[config.mk]
export PLATFORM = sky130hd
export DESIGN_NAME = ptp_tx_onestep_offset_ctrl
export DESIGN_NICKNAME = d
export VERILOG_FILES = /design/src/include/ptoc_pkg.sv /design/src/include/ptoc_buf_if.sv /design/src/logic/ptoc_skid_buf.sv /design/src/logic/ptp_tx_onestep_offset_ctrl.sv
export VERILOG_INCLUDE_DIRS = /design/src /design/src/include
export SDC_FILE = /design/constraint.sdc
export NUM_CORES = 1
export LEC_CHECK = 0
export BUFFER_PORTS_ARGS = -buffer_cell sky130_fd_sc_hd__buf_2
export CORE_MARGIN = 2
export CORE_UTILIZATION = 50
export DETAILED_ROUTE_END_ITERATION = 8
export GPL_ROUTABILITY_DRIVEN = 0
export MAX_ROUTING_LAYER = met4
export PLACE_DENSITY_LB_ADDON = 0.05
export SLEW_MARGIN = 40
export SYNTH_ARGS = -nofsm -noshare
export SYNTH_HDL_FRONTEND = slang
export SYNTH_SLANG_ARGS = --single-unit
[constraint.sdc]
create_clock -name core_clk -period 2.7 [get_ports core_clk]
set_clock_uncertainty 0.1 [all_clocks]
set_input_delay 0.405 -clock core_clk [delete_from_list [all_inputs] [get_ports core_clk]]
set_output_delay 0.405 -clock core_clk [all_outputs]
set_load 0.01 [all_outputs]
[src/include/ptoc_params.svh]
// Purpose: named constants for the one-step offset control block
// Assumes: byte offsets are counted from the first destination address byte
// Notes:   definitions only
`ifndef PTOC_PARAMS_SVH
`define PTOC_PARAMS_SVH
`define PTOC_OP_NONE        2'b00
`define PTOC_OP_INSERT      2'b01
`define PTOC_OP_RETURN      2'b10
`define PTOC_OP_RSVD        2'b11
`define PTOC_OFS_ZERO       16'h0000
`define PTOC_TC_SLACK       16'h0022
`define PTOC_ENTRY_W        1
`define PTOC_ENTRY_DEPTH    2
`endif

[src/include/ptoc_pkg.sv]
// Purpose: shared types for the one-step offset control block
// Assumes: nothing beyond the params header
// Notes:   one descriptor travels per frame
package ptoc_pkg;
    typedef enum logic [1:0] {
        PTOC_OPNONE,
        PTOC_OPINSERT,
        PTOC_OPRETURN,
        PTOC_OPRSVD
    } ptoc_op_t;
    typedef struct packed {
        logic [1:0]  op;
        logic        csumEn;
        logic        tsEn;
        logic [15:0] tsOfs;
        logic [15:0] csumOfs;
        logic        oddErr;
        logic        tcErr;
    } ptoc_desc_t;
endpackage

[src/include/ptoc_buf_if.sv]
// Purpose: valid/ready link between the offset control and its buffer
// Assumes: single clock
// Notes:   source drives valid and data, sink drives ready
`timescale 1ns/10ps
`default_nettype none
interface ptoc_buf_if;
    import ptoc_pkg::*;
    logic       valid;
    logic       ready;
    ptoc_desc_t data;
    modport src (output valid, output data, input ready);
    modport snk (input valid, input data, output ready);
endinterface
`default_nettype wire

[src/logic/ptoc_skid_buf.sv]
// Purpose: two-entry buffer for frame descriptors
// Assumes: core_clk domain, ce freezes everything
// Notes:   full readiness is registered, so no combinational path ready-to-ready
`timescale 1ns/10ps
`default_nettype none
module ptoc_skid_buf
    import ptoc_pkg::*;
#(
    parameter int DEPTH = 2
) (
    // clock and reset
    input  wire logic core_clk,
    input  wire logic rst_b,
    input  wire logic ce,
    // ports
    ptoc_buf_if.snk   inPort,
    ptoc_buf_if.src   outPort
);
    ptoc_desc_t mem [DEPTH];
    logic       wrPtr, rdPtr, next_wrPtr, next_rdPtr;
    logic [1:0] count, next_count;
    logic       doWr, doRd;

    // honest full and empty
    assign inPort.ready  = (count != 2'(DEPTH));
    assign outPort.valid = (count != 2'd0);
    assign outPort.data  = mem[rdPtr];
    assign doWr = inPort.valid && inPort.ready;
    assign doRd = outPort.valid && outPort.ready;

    // pointer and fill update
    always_comb begin
        next_wrPtr = doWr ? ~wrPtr : wrPtr;
        next_rdPtr = doRd ? ~rdPtr : rdPtr;
        next_count = count + 2'(doWr) - 2'(doRd);
    end

    always_ff @(posedge core_clk or negedge rst_b) begin
        if (!rst_b) begin
            wrPtr <= 1'b0;
            rdPtr <= 1'b0;
            count <= 2'd0;
        end else if (ce) begin
            wrPtr <= next_wrPtr;
            rdPtr <= next_rdPtr;
            count <= next_count;
        end
    end

    // storage needs no reset; empty slots are never read out as valid
    always_ff @(posedge core_clk) begin
        if (ce && doWr) begin
            mem[wrPtr] <= inPort.data;
        end
    end
endmodule
`default_nettype wire

[src/logic/ptp_tx_onestep_offset_ctrl.sv]
// Purpose: per-frame one-step offset control and tag queue error flags
// Assumes: all inputs come from logic on core_clk; tx path reset is rst_b
// Notes:   descriptor is latched when frameStart meets a ready buffer
`include "ptoc_params.svh"
`timescale 1ns/10ps
`default_nettype none
module ptp_tx_onestep_offset_ctrl
    import ptoc_pkg::*;
(
    // clock, reset, enable
    input  wire logic        core_clk,
    input  wire logic        rst_b,
    input  wire logic        ce,
    // per-frame controls from client
    input  wire logic        frameStart,
    input  wire logic [1:0]  timing_operation_select,
    input  wire logic        checksumUpdate,
    input  wire logic [15:0] checksumByteOffset,
    input  wire logic [15:0] timestamp_byte_offset,
    input  wire logic        transparentClock,
    output logic             frameReady,
    // descriptor to the insertion datapath
    output logic             descValid,
    input  wire logic        descReady,
    output logic [1:0]       descOp,
    output logic             descTsInsert,
    output logic             descCsumUpdate,
    output logic             descCaptureTs,
    output logic [15:0]      descTsOffset,
    output logic [15:0]      descCorrOffset,
    output logic [15:0]      descCsumOffset,
    output logic             descOffsetError,
    // tag queue events and sticky status
    input  wire logic        tagWriteFail,
    input  wire logic        tagReadFail,
    output logic             tagQueueWriteError,
    output logic             tagQueueReadError
);
    ptoc_buf_if bufIn ();
    ptoc_buf_if bufOut ();
    ptoc_desc_t inDesc;
    logic       isInsert, isReturn, csumUsed;
    logic       next_frameReady;
    logic       next_descValid;
    ptoc_desc_t outDesc, next_outDesc;
    logic       next_wrErr, next_rdErr;
    logic [16:0] tcLimit;

    // decode the operation; reserved code is treated as no operation
    always_comb begin
        isInsert = (timing_operation_select == `PTOC_OP_INSERT);
        isReturn = (timing_operation_select == `PTOC_OP_RETURN);
        csumUsed = isInsert && checksumUpdate;
        tcLimit  = {1'b0, checksumByteOffset} + {1'b0, `PTOC_TC_SLACK};
    end

    // build the descriptor, zeroing offsets that must be ignored
    always_comb begin
        inDesc.op      = isInsert ? `PTOC_OP_INSERT
                       : (isReturn ? `PTOC_OP_RETURN : `PTOC_OP_NONE);
        inDesc.csumEn  = csumUsed;
        inDesc.tsEn    = isInsert;
        inDesc.tsOfs   = isInsert ? timestamp_byte_offset : `PTOC_OFS_ZERO;
        inDesc.csumOfs = csumUsed ? checksumByteOffset : `PTOC_OFS_ZERO;
        // odd offsets are unsupported; flag rather than silently shift
        inDesc.oddErr  = (isInsert && timestamp_byte_offset[0])
                       || (csumUsed && checksumByteOffset[0]);
        // the client owns this limit; we only report a breach
        inDesc.tcErr   = csumUsed && transparentClock
                       && ({1'b0, timestamp_byte_offset} > tcLimit);
    end

    assign bufIn.valid = frameStart;
    assign bufIn.data  = inDesc;

    ptoc_skid_buf #(
        .DEPTH (`PTOC_ENTRY_DEPTH)
    ) u_buf (
        .core_clk (core_clk),
        .rst_b    (rst_b),
        .ce       (ce),
        .inPort   (bufIn.snk),
        .outPort  (bufOut.src)
    );

    // output stage: a register slice; descCaptureTs and descOffsetError are decoded from its flops
    assign bufOut.ready = !descValid || descReady;

    always_comb begin
        next_frameReady = bufIn.ready;
        next_descValid  = descValid;
        next_outDesc    = outDesc;
        if (bufOut.ready) begin
            next_descValid = bufOut.valid;
            if (bufOut.valid) begin
                next_outDesc = bufOut.data;
            end
        end
    end

    // sticky errors: set wins, only reset clears
    always_comb begin
        next_wrErr = tagQueueWriteError || tagWriteFail;
        next_rdErr = tagQueueReadError || tagReadFail;
    end

    always_ff @(posedge core_clk or negedge rst_b) begin
        if (!rst_b) begin
            frameReady         <= 1'b0;
            descValid          <= 1'b0;
            outDesc            <= '0;
            tagQueueWriteError <= 1'b0;
            tagQueueReadError  <= 1'b0;
        end else if (ce) begin
            frameReady         <= next_frameReady;
            descValid          <= next_descValid;
            outDesc            <= next_outDesc;
            tagQueueWriteError <= next_wrErr;
            tagQueueReadError  <= next_rdErr;
        end
    end

    // field views of the held descriptor
    always_comb begin
        descOp          = outDesc.op;
        descTsInsert    = outDesc.tsEn;
        descCsumUpdate  = outDesc.csumEn;
        descCaptureTs   = (outDesc.op != `PTOC_OP_NONE);
        descTsOffset    = outDesc.tsOfs;
        descCorrOffset  = outDesc.tsOfs;
        descCsumOffset  = outDesc.csumOfs;
        descOffsetError = outDesc.oddErr || outDesc.tcErr;
    end
endmodule
`default_nettype wire

# Yosys cells after proc, flatten, opt, wreduce, memory -nomap -nowiden
# Memory sizes are Yosys's and may differ from the RTL's. A register that Yosys moved wholly into a read port is not among the register bits.
# Index checks and enable logic that the tools add are counted.
# op_classes
add_sub_neg	3
n_lt_le_gt_ge	1
eq_ne	3
n_mux	6
bitwise	2
n_reduce_logical	21
# op_table
operator	count
$mux W16	2
$add A16 B6 Y17 const B	1
$gt A16 B17 Y1	1
$logic_and A1 B1 Y1	8
$reduce_and A2 Y1	3
$logic_or A1 B1 Y1	5
$mux W2	2
$reduce_bool A2 Y1	2
$reduce_and A3 Y1	1
$add A2 B1 Y2	1
$eq A2 B1 Y1 const B	1
$eq A2 B2 Y1 const B	1
$logic_not A1 Y1	2
$mux W1	2
$ne A2 B2 Y1 const B	1
$not A1 Y1	2
$sub A2 B1 Y2	1
# word_totals
ff_bits	8
ram_bits	76
in_bits	43
wordCells	44
mem_count	1
# mem_list
memory	depth	width	rd	rd_ports_with_merged_regs	wr	line	rtl
u_buf.mem	2	38	1	1	1	ptoc_skid_buf.sv:19	ptoc_desc_t mem [DEPTH];

# Longest topological paths before layout
# Gate-level depths: netlist of run 1.
# depth
depth_word	5
depth_mapped	12

# Modules after synthesis
# From an unflattened synthesis of run 1, not the netlist that was laid out.
# hier_totals
cells_unflattened	404
hier_area_um2	5896.9
# modules_own_cells
mod	n_inst	cells_each	area_per_inst_um2	seq_area_each_um2
ptoc_skid_buf	1	140	3011.6	2382.3
ptp_tx_onestep_offset_ctrl	1	264	2885.3	1051.0

# Least setup slack after synthesis of run 1
# OpenSTA, ideal clock, no wires.
# synth_path
kind	input to register
start	input port frameStart
end	memory u_buf.mem[0][0] in the netlist's numbering (enable)
setup_ns	0.431
arrival_ns	2.357
t_required_ns	2.169
path_slack_ns	-0.188
stages	3
n_path_buf	0
path_cell_list	a21boi_0 -> nand2_1 -> nor2_1
# synth_via
elab_chain_cells	4
# synth_rtl
element	line	rtl
start: declaration	ptp_tx_onestep_offset_ctrl.sv:15	input wire logic frameStart,
$logic_and A1 B1 Y1	ptoc_skid_buf.sv:28	assign doWr = inPort.valid && inPort.ready;
$logic_and A1 B1 Y1	ptoc_skid_buf.sv:52	if (ce && doWr) begin
$mux W1	ptoc_skid_buf.sv:52	
$mux W1 (implied by the code)	ptoc_skid_buf.sv:53	mem[wrPtr] <= inPort.data;
end: declaration	ptoc_skid_buf.sv:19	
# No other way between the ends.

==> out/results.txt, run 1 <==
synthesized instance count: 436
total track usage: 19.4%
CTS Root Cell: clkbuf_8
worst reg2reg path depth: 3
crit path buf inv count: 2
Final period util: 85.8%
reg2reg end: u_buf.mem[1][22]$_DFFE_PP_
Min Hold Slack: 18.5 ps
H-tree lvl count: 4
max-slew violation count: 0
Post-synth EDFFs: 74
die area: 0.0119 mm2
Worst R2R Setup Slack: 750 ps
Detailed Route WL: 10400 um
Syn. warnings: 0
Layout Nets: 561
die width: 109 um
Starting Density: 51.1%
antenna violations before repair: 0
CORE AREA: 0.0108 mm2
largest stage delay on the critical path: 320 ps
cell area after layout: 0.00648 mm2
PostCTS Resize Cnt: 0
Placed Area: 0.00584 mm2
Clock Tree Buf Depth: 2
CP Cell Sequence: buf_2, buf_4, a41oi_2, nor2_2, nand3_1, xor2_1, ha_1, nand4_1, nor3_1, nand4_1, o2111ai_1, a21oi_1
top cells by area, synth: edfxtp_1 40%, dfrtp_1 20%, buf_4 7.0%, mux2i_1 6.7%, ha_1 4.3%
Max Cap Violations: 0
Worst Setup End Kind: flop
Rows: 38
Worst EP required: 2840 ps
Setup crit start: checksumByteOffset[1]
DRC: 0
Pleak: 2.90 nW
GR Layer Usage met1: 23.9%
crit path kind: primary input to flop
I/O Buffers: 100
headroom to the max-slew limit: 52.4%
Setup crit start kind: primary input
Seq cells post-synth: 119
met3 global-route usage: 5.74%
top cell family by delay on the critical path: simple AND/OR/NAND/NOR gates
Slew @ Worst Pin: 714 ps
most frequent CP cell: nand4_1
asr flop ratio synth: 37.8%
WHS Path Cells: 2
final setup vio count: 0
Peak VDD IR: 0.000578 V
Tmin final: 2320 ps
Cell Pwr Density: 1040 mW/mm2
first-pass GRT wire length: 16500 um
main flop type after synthesis: edfxtp_1
max frequency: 0.432 GHz
Crit Path Max Fanout: 5
Post-Syn Area: 0.00554 mm2
CTS Buf Count: 17
clock sinks: 119
CTS tree: done
slowest CP cell: ha_1
status: complete, no violations
clock-pin slew on the worst setup and hold paths: 50 ps
Endpoint, Worst Hold: tagQueueWriteError$_DFFE_PN0P_
Antenna Nets Post-Route: 0
Vias/cell: 5.03
drt wl/cell: 15.9 um
vias in the first global route: 3264
drt initial violations: 146
HP Start: tagWriteFail
met2 layer usage reported by global route: 31.2%
Worst-Skew Late Latency: 500 ps
final hold violations: 0
setup TNS: 0 ps
Worst EP arrival: 2450 ps
vias post-DR: 3275
total gr overflow: 0
Syn Area/Cell: 12.7 um2
worst reg2reg startpoint: u_buf.count[1]$_DFFE_PN0P_
die height: 109 um
post-synth net total: 498
diodes inserted: 0
Worst Hold Class: primary input to flop
busiest grt layer: met2
area grow syn2layout: 17.0%
layout cells sized above 1: 29.5%
DR pass1 iterations: 4
RSZ-0062 raised after global routing: false
largest net degree at the start of global routing: 39
Worst path depth: 12
Yosys top cell by area: edfxtp_1
Fill cells: 908
dpl hpwl: 7280 um
I/O pins: 101
Synth top area share: 40.1%
sequential-to-total area share from yosys stat: 60.5%
number of library cell types mapped by synthesis: 41
[per-stage QoR]
stage / util (%) / worst slack [ps] / instances / power [mW]
finish: 59.8 / 383 / 651 / 6.71
global route: 59.8 / 274 / 651 / 7.13
CTS: 59.8 / 418 / 651 / 6.79
detailed placement: 53.9 / -118 / 618 / 4.44
global placement: 53.9 / 53.0 / 618 / 4.40
floorplan: - / 292 / 436 / 4.24
[worst max-delay path by stage]
| stage | endpoint | slack, ps |
|---|---|---|
| global placement | u_buf.mem[1][0]$_DFFE_PP_ | 50 |
| floorplan | u_buf.mem[0][0]$_DFFE_PP_ | 290 |
| finish | u_buf.mem[1][0]$_DFFE_PP_ | 380 |
| global route | u_buf.mem[1][0]$_DFFE_PP_ | 270 |
| CTS | u_buf.mem[1][0]$_DFFE_PP_ | 420 |
| detailed placement | u_buf.mem[1][0]$_DFFE_PP_ | -120 |
[cell usage in the layout (no fill, tap or decap), types with 6 or more instances in the layout]
master and count:
and2_1 16, edfxtp_1 74, dfrtp_1 44, and3_1 16
xor2_1 11, mux2i_1 37, buf_4 7, nand3_1 9
buf_2 99, a21oi_1 6, nand2_1 50, o21ai_0 36
clkbuf_16 16, ha_1 19
[kinds of logic (layout without fill, tap and decap cells)]
kind of cell    after synthesis  count (layout)  synth area share (%)
compound gates               57              57                  5.85
xor+xnor                     17              17                  2.82
simple gates                115             115                  10.7
buf+inv                      72             147                  9.17
fa+ha+maj                    19              19                  4.29
flops                       119             119                  60.5
mux                          37              37                  6.69
[registers in the layout (all words and copies together), names as in the netlist, 2 cells and up]
name,cells
outDesc,2
descCsumOffset,16
u_buf.mem,74
descOp,2
u_buf.count,2
descCorrOffset,16
[cell usage after synthesis (all sizes together) (2+ instances only)]
| master | number |
|---|---|
| o21ai | 40 |
| nor2 | 4 |
| nand3 | 10 |
| dfrtp | 45 |
| a21oi | 7 |
| or2 | 3 |
| and2 | 17 |
| clkbuf | 9 |
| nand2 | 51 |
| nor2b | 2 |
| a21o | 4 |
| xor2 | 11 |
| nand4 | 4 |
| and3 | 20 |
| edfxtp | 74 |
| inv | 5 |
| buf | 58 |
| mux2i | 37 |
| xnor2 | 6 |
| ha | 19 |
| and2b | 2 |
[where the power goes]
group	switching, mW	internal [mW]
registers	0.276	2.39
clock network	0.734	1.60
logic	0.946	0.761
[layer usage]
metal,share of wire [%],vias to the layer above
li1,-,1619
met1,46,1576
met2,48,71
met3,4.2,9
met4,1.1,0
met5,0,-
[timing repair]
item                                   in CTS  in global routing
endpoints found under the hold margin      38                  0
hold buffers                                2                  0
setup buffers                               0                  0
[area by class of cell]
cell class | instances | area (um2) | area share, %
multi-input cells | 245 | 1690 | 26.1
inverters | 5 | 18.8 | 0.290
repair buffers | 111 | 628 | 9.70
clock buffers | 21 | 439 | 6.78
flip-flops and latches | 119 | 3350 | 51.7
clock inverters | 10 | 176 | 2.72
well taps | 140 | 175 | 2.70
No activity file was read; power rests on OpenSTA's default activity.
==> run 2: changes to the inputs <==
- CELL_PAD_IN_SITES_DETAIL_PLACEMENT: default -> 1
- CELL_PAD_IN_SITES_GLOBAL_PLACEMENT: default -> 2
- CORE_UTILIZATION: 50 -> 34
==> run 2 against run 1 <==
Against the previous run:
- worst hold slack improved by 82 ps
- sequential share of layout area is 0.24 points lower
- sequential power is essentially flat
- critical path depth rose by 1
- routed wire length rose by 15%
- die area increased by 45%
- critical endpoint unchanged
- highest routed layer unchanged
==> out/results.txt, run 2 (synthesized netlist as in run 1, its figures left out) <==
status: complete, no violations
Worst EP arrival: 2540 ps
CORE AREA: 0.0159 mm2
drt initial violations: 121
H-tree lvl count: 4
RSZ-0062 raised after global routing: false
WHS Path Cells: 2
Max Cap Violations: 0
vias in the first global route: 3493
Peak VDD IR: 0.000375 V
layout cells sized above 1: 29.4%
clock sinks: 119
number of flip-flops in the largest register: 74
vias post-DR: 3271
HP Start: tagWriteFail
most frequent cells in the layout: 100 x buf_2, 74 x edfxtp_1, 50 x nand2_1
Worst EP required: 2740 ps
I/O pins: 101
setup TNS: 0 ps
antenna violations before repair: 1
worst reg2reg path depth: 5
total gr overflow: 0
area grow syn2layout: 17.5%
first-pass GRT wire length: 19400 um
reg2reg end: descCsumOffset[4]$_DFFE_PN0P_
Pleak: 2.87 nW
Cell Pwr Density: 1000 mW/mm2
Worst Setup End Kind: flop
Worst R2R Setup Slack: 880 ps
Crit Path Max Fanout: 4
Antenna Nets Post-Route: 0
largest net degree at the start of global routing: 38
Final period util: 92.4%
clock-pin slew on the worst setup and hold paths: 50 ps
Setup crit start kind: primary input
total track usage: 15.3%
I/O Buffers: 100
DR pass1 iterations: 4
Pwr Total: 6.52 mW
Min Hold Slack: 100 ps
final hold violations: 0
dpl hpwl: 8430 um
CTS tree: done
Setup crit start: checksumByteOffset[1]
CTS Buf Count: 17
die area: 0.0173 mm2
Detailed Route WL: 11900 um
drt wl/cell: 16.3 um
max-slew violation count: 0
Endpoint, Worst Hold: tagQueueWriteError$_DFFE_PN0P_
Starting Density: 34.9%
die width: 132 um
Layout Nets: 560
die height: 132 um
final setup vio count: 0
max frequency: 0.401 GHz
commonest non-fill, non-tap cell in the layout: buf_2
crit path kind: primary input to flop
worst reg2reg startpoint: u_buf.count[1]$_DFFE_PN0P_
Worst-Skew Late Latency: 410 ps
DRC: 0
Tmin final: 2500 ps
postcts setup bufs: 0
Worst Hold Class: primary input to flop
Slew @ Worst Pin: 641 ps
CTS Root Cell: clkbuf_16
Clock Tree Buf Depth: 2
Rows: 46
Biggest register: u_buf.mem
headroom to the max-slew limit: 57.2%
Vias/cell: 4.49
run 2: where the power goes:
part           internal (mW)  switching, mW  total (mW)
clock                   1.39          0.741        2.13
sequential              2.39          0.266        2.66
combinational          0.760          0.980        1.74
run 2: worst max-delay path, cell delays in order:
cell	delay [ps]
buf_2	110
ha_1	190
nand3_1	110
nand2b_1	110
and2b_1	210
nand4_1	120
xor2_1	150
ha_1	300
nand3_1	90
nor3_1	330
nand4_1	170
o2111ai_1	130
a21oi_1	90
run 2: worst max path at each step:
stage / cells after the start / end / slack [ps]
after floorplan: 12 / u_buf.mem[0][0]$_DFFE_PP_ / 290
after global placement: 13 / u_buf.mem[0][0]$_DFFE_PP_ / -2
after detailed placement: 13 / u_buf.mem[1][0]$_DFFE_PP_ / -210
after CTS: 13 / u_buf.mem[1][0]$_DFFE_PP_ / 230
after global routing: 13 / u_buf.mem[1][0]$_DFFE_PP_ / 80
final: 13 / u_buf.mem[1][0]$_DFFE_PP_ / 200
run 2: layer usage:
layer / GRT usage, % / up-vias / share of wire (%)
li1: - / 1611 / -
met1: 19.2 / 1570 / 47
met2: 23.0 / 77 / 47
met3: 5.09 / 13 / 5.3
met4: 5.80 / 0 / 1.4
met5: - / - / 0
run 2: repair_timing:
item / CTS / global route
hold endpoints to repair: 22 / 0
gates resized for setup: 0 / 0
hold buffers: 1 / 0
run 2: area by class of cell:
| cell class | instances | area [um2] |
|---|---|---|
| fill | 1757 | 9380 |
| sequential | 119 | 3350 |
| multi-input combinational | 245 | 1690 |
| timing repair buffer | 110 | 616 |
| clock buffer | 29 | 520 |
| tap | 216 | 270 |
| clock inverter | 3 | 40.0 |
| inverter | 5 | 18.8 |
| antenna | 1 | 2.50 |
run 2: metrics by stage:
step	area (um2)	utilization, %	cells	setup WS (ps)
3_3_place_gp	5930	37.4	694	-1.81
5_1_grt	6510	41.0	728	80.4
3_5_place_dp	5930	37.4	694	-214
4_1_cts	6500	40.9	727	234
6_report	6510	41.0	728	204
2_1_floorplan	5540	-	436	292
==> run 3: changes to the inputs <==
- RECOVER_POWER: default -> 100
==> run 3 against run 2 <==
Against the previous run:
- critical path depth unchanged
- die area unchanged
- global-route usage unchanged
- fmax fell by 0.88%
- sequential share of layout area up 0.98 points
- via count rose by 0.73%
- non-clock buffer count is the same
- worst setup slack worse by 22 ps
- cell count did not move
- cell area shrank 1.9%
- sequential power about the same
- largest cell class unchanged
- highest routed layer unchanged
==> out/results.txt, run 3 (synthesized netlist as in run 1, its figures left out) <==
RSZ-0062 raised after global routing: false
Detailed Route WL: 11900 um
dpl hpwl: 8430 um
WHS Path Cells: 2
Min Hold Slack: 99.7 ps
Worst EP arrival: 2560 ps
I/O Buffers: 100
vias post-DR: 3295
Peak VDD IR: 0.000374 V
Fill cells: 1779
Antenna Nets Post-Route: 0
Cell Pwr Density: 1000 mW/mm2
Rows: 46
drt wl/cell: 16.4 um
DR pass1 iterations: 4
Clock Tree Buf Depth: 2
die area: 0.0173 mm2
CTS tree: done
slowest CP cell: nor3_1
worst reg2reg startpoint: u_buf.count[1]$_DFFE_PN0P_
Endpoint, Worst Hold: tagQueueWriteError$_DFFE_PN0P_
Biggest register: u_buf.mem
largest net degree at the start of global routing: 38
max-slew violation count: 0
Worst Setup End Kind: flop
area grow syn2layout: 15.3%
PostCTS Resize Cnt: 0
CTS Root Cell: clkbuf_16
Vias/cell: 4.53
antenna violations before repair: 1
Final Worst Setup Slack: 182 ps
first-pass GRT wire length: 19400 um
Worst-Skew Late Latency: 410 ps
die height: 132 um
Starting Density: 34.9%
number of flip-flops in the largest register: 74
CP Cell Sequence: buf_2, ha_1, nand3_1, nand2b_1, and2b_1, nand4_1, xor2_1, ha_1, nand3_1, nor3_1, nand4_1, o2111ai_1, a21oi_1
crit path buf inv count: 1
Tmin final: 2520 ps
crit path kind: primary input to flop
Layout Nets: 560
postcts setup bufs: 0
largest stage delay on the critical path: 340 ps
Pleak: 2.66 nW
CORE AREA: 0.0159 mm2
CTS Hold Bufs: 1
drt initial violations: 138
Worst Hold Class: primary input to flop
reg2reg end: u_buf.mem[1][23]$_DFFE_PP_
Worst EP required: 2740 ps
H-tree lvl count: 4
total gr overflow: 0
layout cells sized above 1: 16.8%
clock-pin slew on the worst setup and hold paths: 50 ps
Max Cap Violations: 0
top cell family by delay on the critical path: simple AND/OR/NAND/NOR gates
total track usage: 15.3%
worst reg2reg path depth: 3
setup TNS: 0 ps
Slew @ Worst Pin: 1470 ps
Setup crit start kind: primary input
headroom to the max-slew limit: 1.71%
Worst R2R Setup Slack: 380 ps
die width: 132 um
clock sinks: 119
Final period util: 93.3%
DRC: 0
final hold violations: 0
CTS Buf Count: 17
most frequent cells in the layout: 74 x edfxtp_1, 68 x clkbuf_1, 51 x nand2_1
I/O pins: 101
max frequency: 0.397 GHz
status: complete, no violations
vias in the first global route: 3493
HP Start: tagWriteFail
commonest non-fill, non-tap cell in the layout: edfxtp_1
final setup vio count: 0
DP Worst Slack: -214 ps
Crit Path Max Fanout: 4
## run 3: per-stage QoR
stage          cells  power, mW  area (um2)  util (%)
2_1_floorplan    436       4.24        5540         -
4_1_cts          727       6.66        6500      40.9
5_1_grt          728       6.84        6390      40.2
6_report         728       6.40        6390      40.2
3_3_place_gp     694       4.45        5930      37.4
3_5_place_dp     694       4.50        5930      37.4
## run 3: final cells by class
class	count	area [um2]	share of cell area [%]
clock buffers	29	520	8.15
clock inverters	3	40.0	0.627
well taps	216	270	4.23
diodes	1	2.50	0.0392
flip-flops and latches	119	3350	52.4
repair buffers	110	502	7.86
inverters	5	18.8	0.294
multi-input cells	245	1680	26.4
## run 3: report_power, final
group | internal [mW] | switching (mW)
registers | 2.40 | 0.278
clock network | 1.39 | 0.741
logic | 0.624 | 0.975
total | 4.41 | 1.99
## run 3: metal layers
layer  wire, um  vias to the layer above  global-route usage, %
met2       5530                       75                   23.0
met4        161                        0                   5.80
met5          0                        -                      -
li1           -                     1613                      -
met3        620                       13                   5.09
met1       5600                     1594                   19.2
## run 3: how the worst max path moves through the flow
stage / from / to / slack, ps / cells after the start
2_1_floorplan: checksumByteOffset[1] / u_buf.mem[0][0]$_DFFE_PP_ / 290 / 12
3_3_place_gp: checksumByteOffset[2] / u_buf.mem[0][0]$_DFFE_PP_ / -2 / 13
3_5_place_dp: checksumByteOffset[2] / u_buf.mem[1][0]$_DFFE_PP_ / -210 / 13
4_1_cts: checksumByteOffset[2] / u_buf.mem[1][0]$_DFFE_PP_ / 230 / 13
5_1_grt: rst_b / descCorrOffset[0]$_DFFE_PN0P_ / 50 / 3
6_report: checksumByteOffset[1] / u_buf.mem[1][0]$_DFFE_PP_ / 180 / 13
## run 3: worst register-to-register path, delay by kind of cell, from the launching register on
| kind | cells | cell delay, ps |
|---|---|---|
| buffers and inverters | 1 | 810 |
| AOI/OAI and AO/OA | 1 | 350 |
| and+or+nand+nor | 1 | 240 |
| DFF | 1 | 410 |
